==> src/dtc_pkg.sv <==
/*
  Package for the decimation timestamp counter block: register map,
  field layouts, reset values and filter grade encodings.
  Assumes a 32-bit APB register bus with one aligned word per register.
*/
package dtc_pkg;

  localparam int DF_W  = 8;
  localparam int NV_W  = 6;

  // Byte offsets
  localparam logic [7:0] MAIN_CFG_OFS = 8'h00;
  localparam logic [7:0] AUX_CFG_OFS  = 8'h04;
  localparam logic [7:0] TSTAMP_OFS   = 8'h08;
  localparam logic [7:0] CTRL_OFS     = 8'h0C;
  localparam logic [7:0] ELAPSED_OFS  = 8'h10;

  // Filter config fields
  localparam int CFG_DF_LSB    = 0;
  localparam int CFG_GRADE_LSB = 8;
  localparam int CFG_EN_BIT    = 12;

  // Timestamp fields
  localparam int TS_CNT_LSB = 0;
  localparam int TS_NV_LSB  = 16;

  // Control fields
  localparam int CTRL_NVCLR_BIT = 0;

  localparam logic [DF_W-1:0]  DF_RST    = 8'h0F;
  localparam logic [1:0]       GRADE_RST = 2'h1;
  localparam logic [31:0]      RDATA_UNMAPPED = 32'h0000_0000;

  typedef enum logic [1:0] {
    DTC_GRADE_OFF  = 2'b00,
    DTC_GRADE_SECOND = 2'b01,
    DTC_GRADE_THIRD  = 2'b10,
    DTC_GRADE_FAST = 2'b11
  } dtc_grade_e;

endpackage

==> src/dtc_down_counter.sv <==
/*
  Decimation down-counter with new-value counter.
  Assumes tick is a one-cycle enable from the modulator path.
*/
`timescale 1ns/10ps
`default_nettype none
module dtc_down_counter
  import dtc_pkg::*;
#(
  parameter int DW = DF_W,
  parameter int NW = NV_W
) (
  input  wire logic          core_clk,
  input  wire logic          rst_n,
  input  wire logic          enable,
  input  wire logic          tick,
  input  wire logic          nv_clear,
  input  wire logic [DW-1:0] factor,
  output logic      [DW-1:0] count,
  output logic      [NW-1:0] nv_count,
  output logic               result_pulse
);

  logic [DW-1:0] count_reg;
  logic [NW-1:0] nv_reg;
  logic          res_reg;
  wire           underflow = enable && tick && (count_reg == '0);
  wire  [DW-1:0] count_next = !enable   ? factor :
                              underflow ? factor :
                              tick      ? count_reg - 1'b1 :
                                          count_reg;
  // Increment lands in the same step as the reload, not one tick late
  wire  [NW-1:0] nv_next = underflow ? nv_reg + 1'b1 :
                           nv_clear  ? '0 : nv_reg;

  always_ff @(posedge core_clk or negedge rst_n) begin
    if (!rst_n) begin
      count_reg <= DF_RST;
      nv_reg    <= '0;
      res_reg   <= 1'b0;
    end else begin
      count_reg <= count_next;
      nv_reg    <= nv_next;
      res_reg   <= underflow;
    end
  end

  assign count        = count_reg;
  assign nv_count     = nv_reg;
  assign result_pulse = res_reg;

endmodule
`default_nettype wire

==> src/dtc_top.sv <==
/*
  Decimation filter timestamp block: APB registers for main and aux
  filter configuration, timestamp readout and computed elapsed elapsed_a.
  Assumes mod_tick is synchronous to core_clk, one cycle per modulator tick.
*/
// The APB register port and the register addresses were chosen for this implementation.
// What this block does
// - Grade codes 01 second, 10 third, 11 fast
// - Oversampling rate is factor field plus one
// - Timestamp shows new-value and down-counter fields
// - Elapsed = nv*(factor+1) + factor - count
// - Underflow increments new-value counter same step
// - Underflow reloads down-counter from factor
// - Increment coincides with reload, never late
`timescale 1ns/10ps
`default_nettype none
module dtc_top
  import dtc_pkg::*;
(
  input  wire logic        core_clk,
  input  wire logic        rst_n,
  input  wire logic        psel,
  input  wire logic        penable,
  input  wire logic        pwrite,
  input  wire logic [7:0]  paddr,
  input  wire logic [31:0] pwdata,
  input  wire logic [3:0]  pstrb,
  output logic      [31:0] prdata,
  output logic             pready,
  output logic             pslverr,
  input  wire logic        mod_tick,
  output logic             main_result_pulse,
  output logic             aux_result_pulse,
  output logic      [8:0]  main_osr,
  output logic      [8:0]  aux_osr,
  output logic      [1:0]  main_grade_out,
  output logic      [1:0]  aux_grade_out
);

  function automatic logic [8:0] osr_of(input logic [DF_W-1:0] df);
    osr_of = {1'b0, df} + 9'h001;
  endfunction

  logic [DF_W-1:0] main_decimation_factor_reg;
  logic [DF_W-1:0] aux_decimation_factor_reg;
  logic [1:0]      main_filter_grade_reg;
  logic [1:0]      aux_filter_grade_reg;
  logic            main_en_reg;
  logic            aux_en_reg;
  logic [31:0]     prdata_reg;
  logic            nv_clear_pulse;

  logic [DF_W-1:0] decimation_down_counter;
  logic [NV_W-1:0] new_value_counter;

  wire setup      = psel && !penable;
  wire wr_access  = psel && penable && pwrite;
  wire hit_main   = (paddr == MAIN_CFG_OFS);
  wire hit_aux    = (paddr == AUX_CFG_OFS);
  wire hit_ts     = (paddr == TSTAMP_OFS);
  wire hit_ctrl   = (paddr == CTRL_OFS);
  wire hit_el     = (paddr == ELAPSED_OFS);
  wire hit_any    = hit_main || hit_aux || hit_ts || hit_ctrl || hit_el;

  // Low byte lane carries the factor, second lane grade and enable
  wire wr_main = wr_access && hit_main;
  wire wr_aux  = wr_access && hit_aux;

  wire [31:0] main_cfg_word = {19'h0_0000, main_en_reg, 2'b00,
                               main_filter_grade_reg, main_decimation_factor_reg};
  wire [31:0] aux_cfg_word  = {19'h0_0000, aux_en_reg, 2'b00,
                               aux_filter_grade_reg, aux_decimation_factor_reg};
  // Timestamp snapshot is one word so count and nv are always coherent
  wire [31:0] timestamp_register = {{(16-NV_W){1'b0}}, new_value_counter,
                                    {(16-DF_W){1'b0}}, decimation_down_counter};

  // Elapsed elapsed_a computed in hardware for convenience
  wire [31:0] elapsed_a = 32'(new_value_counter) * 32'(osr_of(main_decimation_factor_reg))
                        + 32'(main_decimation_factor_reg)
                        - 32'(decimation_down_counter);

  wire [31:0] rd_mux = hit_main ? main_cfg_word :
                       hit_aux  ? aux_cfg_word :
                       hit_ts   ? timestamp_register :
                       hit_el   ? elapsed_a :
                                  RDATA_UNMAPPED;

  always_ff @(posedge core_clk or negedge rst_n) begin
    if (!rst_n) begin
      main_decimation_factor_reg <= DF_RST;
      main_filter_grade_reg      <= GRADE_RST;
      main_en_reg                <= 1'b0;
    end else if (wr_main) begin
      if (pstrb[0]) begin
        main_decimation_factor_reg <= pwdata[CFG_DF_LSB +: DF_W];
      end
      if (pstrb[1]) begin
        main_filter_grade_reg <= pwdata[CFG_GRADE_LSB +: 2];
        main_en_reg           <= pwdata[CFG_EN_BIT];
      end
    end
  end

  always_ff @(posedge core_clk or negedge rst_n) begin
    if (!rst_n) begin
      aux_decimation_factor_reg <= DF_RST;
      aux_filter_grade_reg      <= GRADE_RST;
      aux_en_reg                <= 1'b0;
    end else if (wr_aux) begin
      if (pstrb[0]) begin
        aux_decimation_factor_reg <= pwdata[CFG_DF_LSB +: DF_W];
      end
      if (pstrb[1]) begin
        aux_filter_grade_reg <= pwdata[CFG_GRADE_LSB +: 2];
        aux_en_reg           <= pwdata[CFG_EN_BIT];
      end
    end
  end

  // Read data captured in setup so the access phase is zero-wait
  always_ff @(posedge core_clk or negedge rst_n) begin
    if (!rst_n) begin
      prdata_reg <= 32'h0000_0000;
    end else if (setup && !pwrite) begin
      prdata_reg <= rd_mux;
    end
  end

  assign nv_clear_pulse = wr_access && hit_ctrl && pstrb[0] && pwdata[CTRL_NVCLR_BIT];

  assign prdata  = prdata_reg;
  assign pready  = 1'b1;
  assign pslverr = psel && penable && !hit_any;

  // Overflowing rate combinations are the software's to avoid; no guard here
  assign main_osr       = osr_of(main_decimation_factor_reg);
  assign aux_osr        = osr_of(aux_decimation_factor_reg);
  assign main_grade_out = main_filter_grade_reg;
  assign aux_grade_out  = aux_filter_grade_reg;

  dtc_down_counter #(.DW(DF_W), .NW(NV_W)) u_main_cnt (
    .core_clk     (core_clk),
    .rst_n        (rst_n),
    .enable       (main_en_reg),
    .tick         (mod_tick),
    .nv_clear     (nv_clear_pulse),
    .factor       (main_decimation_factor_reg),
    .count        (decimation_down_counter),
    .nv_count     (new_value_counter),
    .result_pulse (main_result_pulse)
  );

  dtc_down_counter #(.DW(DF_W), .NW(NV_W)) u_aux_cnt (
    .core_clk     (core_clk),
    .rst_n        (rst_n),
    .enable       (aux_en_reg),
    .tick         (mod_tick),
    .nv_clear     (1'b0),
    .factor       (aux_decimation_factor_reg),
    .count        (),
    .nv_count     (),
    .result_pulse (aux_result_pulse)
  );

endmodule
`default_nettype wire

==> config.mk <==
export PLATFORM = sky130hd
export DESIGN_NAME = dtc_top
export DESIGN_NICKNAME = d
export VERILOG_FILES = /design/src/dtc_pkg.sv /design/src/dtc_down_counter.sv /design/src/dtc_top.sv
export SDC_FILE = /design/constraint.sdc
export NUM_CORES = 1
export LEC_CHECK = 0
export ABC_AREA = 1
export BUFFER_PORTS_ARGS = -buffer_cell sky130_fd_sc_hd__buf_2
export CELL_PAD_IN_SITES_DETAIL_PLACEMENT = 1
export CELL_PAD_IN_SITES_GLOBAL_PLACEMENT = 2
export CORE_ASPECT_RATIO = 0.75
export CORE_MARGIN = 2
export CORE_UTILIZATION = 29
export CTS_CLUSTER_DIAMETER = 150
export CTS_CLUSTER_SIZE = 30
export DETAILED_ROUTE_END_ITERATION = 6
export GPL_ROUTABILITY_DRIVEN = 0
export GPL_TIMING_DRIVEN = 0
export MAX_ROUTING_LAYER = met4
export PLACE_DENSITY_LB_ADDON = 0.1
export SLEW_MARGIN = 30
export SYNTH_ARGS = -nofsm -noshare
export SYNTH_HDL_FRONTEND = slang
export SYNTH_SLANG_ARGS = --single-unit
==> constraint.sdc <==
create_clock -name core_clk -period 7.26 [get_ports core_clk]
set_input_delay 1.452 -clock core_clk [delete_from_list [all_inputs] [get_ports core_clk]]
set_output_delay 1.452 -clock core_clk [all_outputs]
set_load 0.02 [all_outputs]
== Word-level counts from Yosys, hierarchy flattened ==
Index checks and enable logic that the tools add are counted.

* Register bits after elaboration: 78

* Add/sub/neg operators: 7
* $mul: 1
* Eq/ne operators: 6
* Mux-type cells: 12
* Reduce and logical (&&, ||, !) cells: 29

{| class="wikitable"
|+ Operators with widths
! kind !! number
|-
| two-way mux 32 bit || 4
|-
| two-way mux 8 bit || 6
|-
| zero test 8 bit || 3
|-
| adder 8 x 1 -> 9 bit, second input constant || 2
|-
| subtractor 16 x 8 -> 17 bit || 1
|-
| adder 15 x 8 -> 16 bit || 1
|-
| == test 8 x 4 -> 1 bit, second input constant || 2
|-
| subtractor 8 x 1 -> 8 bit, second input constant || 2
|-
| multiplier 6 x 9 -> 15 bit || 1
|-
| logical AND 1 bit || 14
|-
| two-way mux 6 bit || 2
|-
| == test 8 x 3 -> 1 bit, second input constant || 1
|-
| == test 8 x 5 -> 1 bit, second input constant || 1
|-
| AND reduction 2 bit || 4
|-
| adder 6 x 1 -> 6 bit, second input constant || 1
|-
| != test 3 x 2 -> 1 bit, second input constant || 2
|-
| logical OR 1 bit || 4
|-
| zero test 1 bit || 3
|-
| nonzero test 2 bit || 1
|}

== Depth between registers and ports, before layout ==
* Depth in word-level cells: 8
* Gate-level depth with buffers: 28
* Depth with buffers taken out: 28

== Modules after synthesis ==
A second synthesis with hierarchy kept.

* Cell total of the unflattened synthesis: 959
* Area, all modules: 6965.4 um^2

{| class="wikitable"
|+ Modules (own cells, without submodules)
! module !! times used !! cells each !! area an instance (um^2)
|-
| dtc_top || 1 || 675 || 5026.1
|-
| dtc_down_counter || 2 || 142 || 969.7
|}

== Least setup slack after synthesis ==
No wires, ideal clock.

* Path kind: register to register
* From: register main_decimation_factor_reg[0]
* To: register prdata_reg[16] (netlist: prdata[16])
* Library setup time: 0.117 ns
* Data arrival time: 4.864 ns
* Path slack: 2.278 ns
* Stages on the path, launching flop included: 27
* Period minus slack after synthesis: 4.982 ns
* Cells stage by stage: dfstp_2 > ha_1 > nand4_1 > nor3_1 > inv_1 > nor2_1 > inv_2 > nor2_1 > fa_1 > fa_1 > fa_1 > inv_1 > fa_1 > inv_1 > ha_1 > nand2_1 > nand2_1 > nand2_1 > nand2_1 > a21oi_1 > nand2_1 > nand2_1 > nand2_1 > nand2_1 > nand2_1 > nand3_1 > nand2_1

* Longest elaborated chain between the ends: 8

{| class="wikitable"
|+ Ends and longest elaborated chain
! element !! line !! text
|-
| start, declared || dtc_top.sv:44 || <nowiki>logic [DF_W-1:0] main_decimation_factor_reg;</nowiki>
|-
| start signal, assigned || dtc_top.sv:95 || <nowiki>main_decimation_factor_reg <= pwdata[CFG_DF_LSB +: DF_W];</nowiki>
|-
| adder 8 x 1 -> 9 bit || - ||
|-
| net main_osr[8] || dtc_top.sv:34 || <nowiki>output logic [8:0] main_osr,</nowiki>
|-
| multiplier 6 x 9 -> 15 bit || dtc_top.sv:78 || <nowiki>wire [31:0] elapsed_a = 32'(new_value_counter) * 32'(osr_of(main_decimation_factor_reg))</nowiki>
|-
| adder 15 x 8 -> 16 bit || dtc_top.sv:79 || <nowiki>+ 32'(main_decimation_factor_reg)</nowiki>
|-
| subtractor 16 x 8 -> 17 bit || dtc_top.sv:80 || <nowiki>- 32'(decimation_down_counter);</nowiki>
|-
| two-way mux 32 bit || dtc_top.sv:85 || <nowiki>hit_el ? elapsed_a :</nowiki>
|-
| two-way mux 32 bit || dtc_top.sv:84 || <nowiki>hit_ts ? timestamp_register :</nowiki>
|-
| two-way mux 32 bit || dtc_top.sv:83 || <nowiki>hit_aux ? aux_cfg_word :</nowiki>
|-
| two-way mux 32 bit || dtc_top.sv:82 || <nowiki>wire [31:0] rd_mux = hit_main ? main_cfg_word :</nowiki>
|-
| end signal, assigned || dtc_top.sv:125 || <nowiki>prdata_reg <= rd_mux;</nowiki>
|-
| end, declared || dtc_top.sv:50 || <nowiki>logic [31:0] prdata_reg;</nowiki>
|}

The timed path passes the listed nets, and every way through them passes these cells.
A chain may end at the register's enable or synchronous reset.

== Final worst setup path ==
* From: register main_decimation_factor_reg[1]
* To: register prdata_reg[18] (netlist: prdata[18])

* Longest elaborated chain between the ends: 8

{| class="wikitable"
|+ Ends and longest elaborated chain
! element !! line !! text
|-
| adder 8 x 1 -> 9 bit || dtc_top.sv:41 || <nowiki>osr_of = {1'b0, df} + 9'h001;</nowiki>
|-
| multiplier 6 x 9 -> 15 bit || dtc_top.sv:78 ||
|-
| adder 15 x 8 -> 16 bit * || dtc_top.sv:79 ||
|-
| subtractor 16 x 8 -> 17 bit * || dtc_top.sv:80 ||
|-
| two-way mux 32 bit * || dtc_top.sv:85 ||
|-
| two-way mux 32 bit * || dtc_top.sv:84 ||
|-
| two-way mux 32 bit * || dtc_top.sv:83 ||
|-
| two-way mux 32 bit * || dtc_top.sv:82 ||
|}

Every way passes the cells marked *; elsewhere a longest branch is shown, timed or not.

==> flow_summary.ini <==
[timing]
rsz0062_at_grt = false
slew_headroom_pct = 55.6
tightestPinTransition_ns = 0.665
period_needed_ns = 5.60
setup_viol = 0
clock.fmax_mhz = 179
skew_ns = 0.0101
hold_viol_final = 0
finalSetupTns_ns = 0
slew_violations = 0
finalCritPeriodShare_pct = 77.1
whs_ns = 0.482
fin_ws_ns = 1.66

[pwr]
peakVddDrop_mv = 0.0798
power_density_mw_per_mm2 = 168
total_power_mw = 1.23
power_leakage_nw = 3.85

[final_layout]
layout_common_cells = nand2_1 (197), inv_1 (130), buf_2 (85), nor2_1 (55), o21ai_1 (53)
finalNonFillerCells = 1205
syn2layout_area_growth_pct = 18.1
fin_util_pct = 34.7
finalInstanceArea_sq_mm = 0.00731
largest_reg_flops = 23
final_common_cell = nand2_1
n_antenna_cell = 0
nets = 1050
seq_area_sq_mm = 0.00175
drive_gt1_share_pct = 18.9
multiInputGateArea_sq_mm = 0.00372
fill_cells = 2649

[floorplanning]
chipWidth_um = 173
die-area_sq_mm = 0.0225
die_h_um = 131
initial_utilization_pct = 29.4
std_cell_rows = 46
io_pins = 108
core-area_sq_mm = 0.0211

[global_routing]
grt_max_degree = 42
grt_pass1_wl_mm = 34.4
grt_usage_pct = 20.5
grt_pass1_vias = 5960
overflow = 0
antenna_found_initial = 0

[worst_hold_path]
hp-class = reg2reg

[synthesis]
ys_warn_count = 0
synth-edff-count = 0
synthXorXnorAreaFrac_pct = 2.55
synth_area_per_cell_sq_um = 7.59
synthFlopType = dfrtp_1
synth_fa_ha_area_share_pct = 23.0
yosys.area_share.simple_pct = 24.0
synthMuxAreaShare_pct = 0.162
synthCells = 816
synth_seq_area_share_pct = 28.3
ys_ff_latch = 69
synth_area_sq_mm = 0.00619
yosysUniqueCellTypes = 42
synthArstFlopShare_pct = 100
synth_top_family_by_area = simple AND/OR/NAND/NOR gates
synth_compound_area_share_pct = 10.2

[job]
drv_cap = 0

[placed_design]
pre_cts_ws_ns = 1.63
place_area_sq_mm = 0.00700
io_buffer_count = 83
dp_cells = 1189
dp_hpwl_mm = 17.6

[routing]
vias = 5599
wire_per_inst_um = 17.8
routed_via_density = 4.65
routed_wl_mm = 21.4
drtIter0Drc = 338
first_pass_iters = 4
drt.antenna.violating_nets = 0
route.detailed.drc = 0

[worst_setup_path]
worstPathArrival_ns = 5.87
required_ns = 7.53
cp-start-kind = register
critPathMaxFanout = 6
endpoint_kind = register
worstSetupPathType = reg2reg

[cts]
cts_tree = built
cts.path.max_buffers = 2
root_buffer = clkbuf_16
cts_max_level = 3
cts_buffers = 9
cts_setup_buffers = 0
hold_buffers = 0
cts.clk_slew.worst_paths_ns = 0.06
ctsResizeCount = 0
numClockSinks = 69
worstSkewPairLatency_ns = 0.34

[status]
status = finished clean
where the power goes:
group	total (mW)	switching, mW	leakage (nW)	internal (mW)
Sequential	0.400	0.00758	0.869	0.392
Combinational	0.358	0.230	2.83	0.128
Clock	0.471	0.196	0.148	0.275
Total	1.23	0.434	3.85	0.795
cells by family after synthesis:
family / Yosys count
flip-flops: 69
adder cells (fa/ha/maj): 88
AO/OA/AOI/OAI: 115
XOR/XNOR: 18
multiplexers: 1
other: 1
buffers and inverters: 180
AND/OR/NAND/NOR: 344
synth_stat cells (3+ instances only):
cell	count	area share, %
nand2_1	197	12
inv_1	130	7.9
nor2_1	55	3.3
o21ai_1	53	4.3
dfrtp_1	51	21
nand3_1	51	4.1
ha_1	45	9.1
fa_1	43	14
a21oi_1	30	2.4
inv_2	25	1.5
dfstp_2	18	7.6
nor3_1	15	1.2
xor2_1	15	2.1
o21ai_0	11	0.89
buf_4	10	1.2
nand4_1	9	0.91
clkbuf_1	8	0.49
o22ai_1	7	0.71
o211ai_1	6	0.73
buf_2	3	0.24
or2_2	3	0.30
xnor2_1	3	0.42
metal layers:
layer | global-route usage (%) | vias up | part of all wire, %
li1 | - | 2758 | -
met2 | 30.1 | 84 | 42
met1 | 30.4 | 2751 | 54
met4 | 3.04 | 0 | 0.38
met3 | 2.92 | 6 | 3.6
met5 | - | - | 0
worst max-delay path, stage by stage (launching register included):
cell,delay (ns)
dfstp_2,0.62
ha_1,0.22
nand4_1,0.20
nor3_1,0.18
inv_1,0.07
nor2_1,0.32
inv_2,0.10
nor2_1,0.13
fa_1,0.44
fa_1,0.48
fa_1,0.57
inv_1,0.07
fa_1,0.55
inv_1,0.05
ha_1,0.36
nand2_1,0.07
inv_1,0.07
nand2_1,0.07
nor3_1,0.15
nand2_1,0.09
nand2_1,0.07
nand2_1,0.05
nand2_1,0.07
nand2_1,0.10
nand2_1,0.21
nand3_1,0.12
nand2_1,0.09
layout make-up:
| class | count | share of cell area [%] |
|---|---|---|
| timing repair buffer | 84 | 6.09 |
| clock inverter | 5 | 0.513 |
| inverter | 158 | 8.15 |
| multi-input combinational | 568 | 50.8 |
| tap | 288 | 4.93 |
| buffer | 22 | 1.80 |
| clock buffer | 11 | 3.76 |
| sequential | 69 | 23.9 |
worst paths after layout:
kind | to | slack [ns] | depth (start not counted) | from
setup / recovery | prdata[18] | 1.66 | 26 | main_decimation_factor_reg[1]
hold / removal | prdata[11] | 0.48 | 2 | prdata[11]
setup reg to reg | prdata[18] | 1.66 | 26 | main_decimation_factor_reg[1]
hold reg to reg | prdata[11] | 0.48 | 2 | prdata[11]
max in group asynchronous | aux_grade_out[0] | 5.56 | 2 | rst_n
min in group asynchronous | u_main_cnt.nv_count[1] | 1.05 | 1 | rst_n
Note: power is estimated with default switching activity, not from simulation.
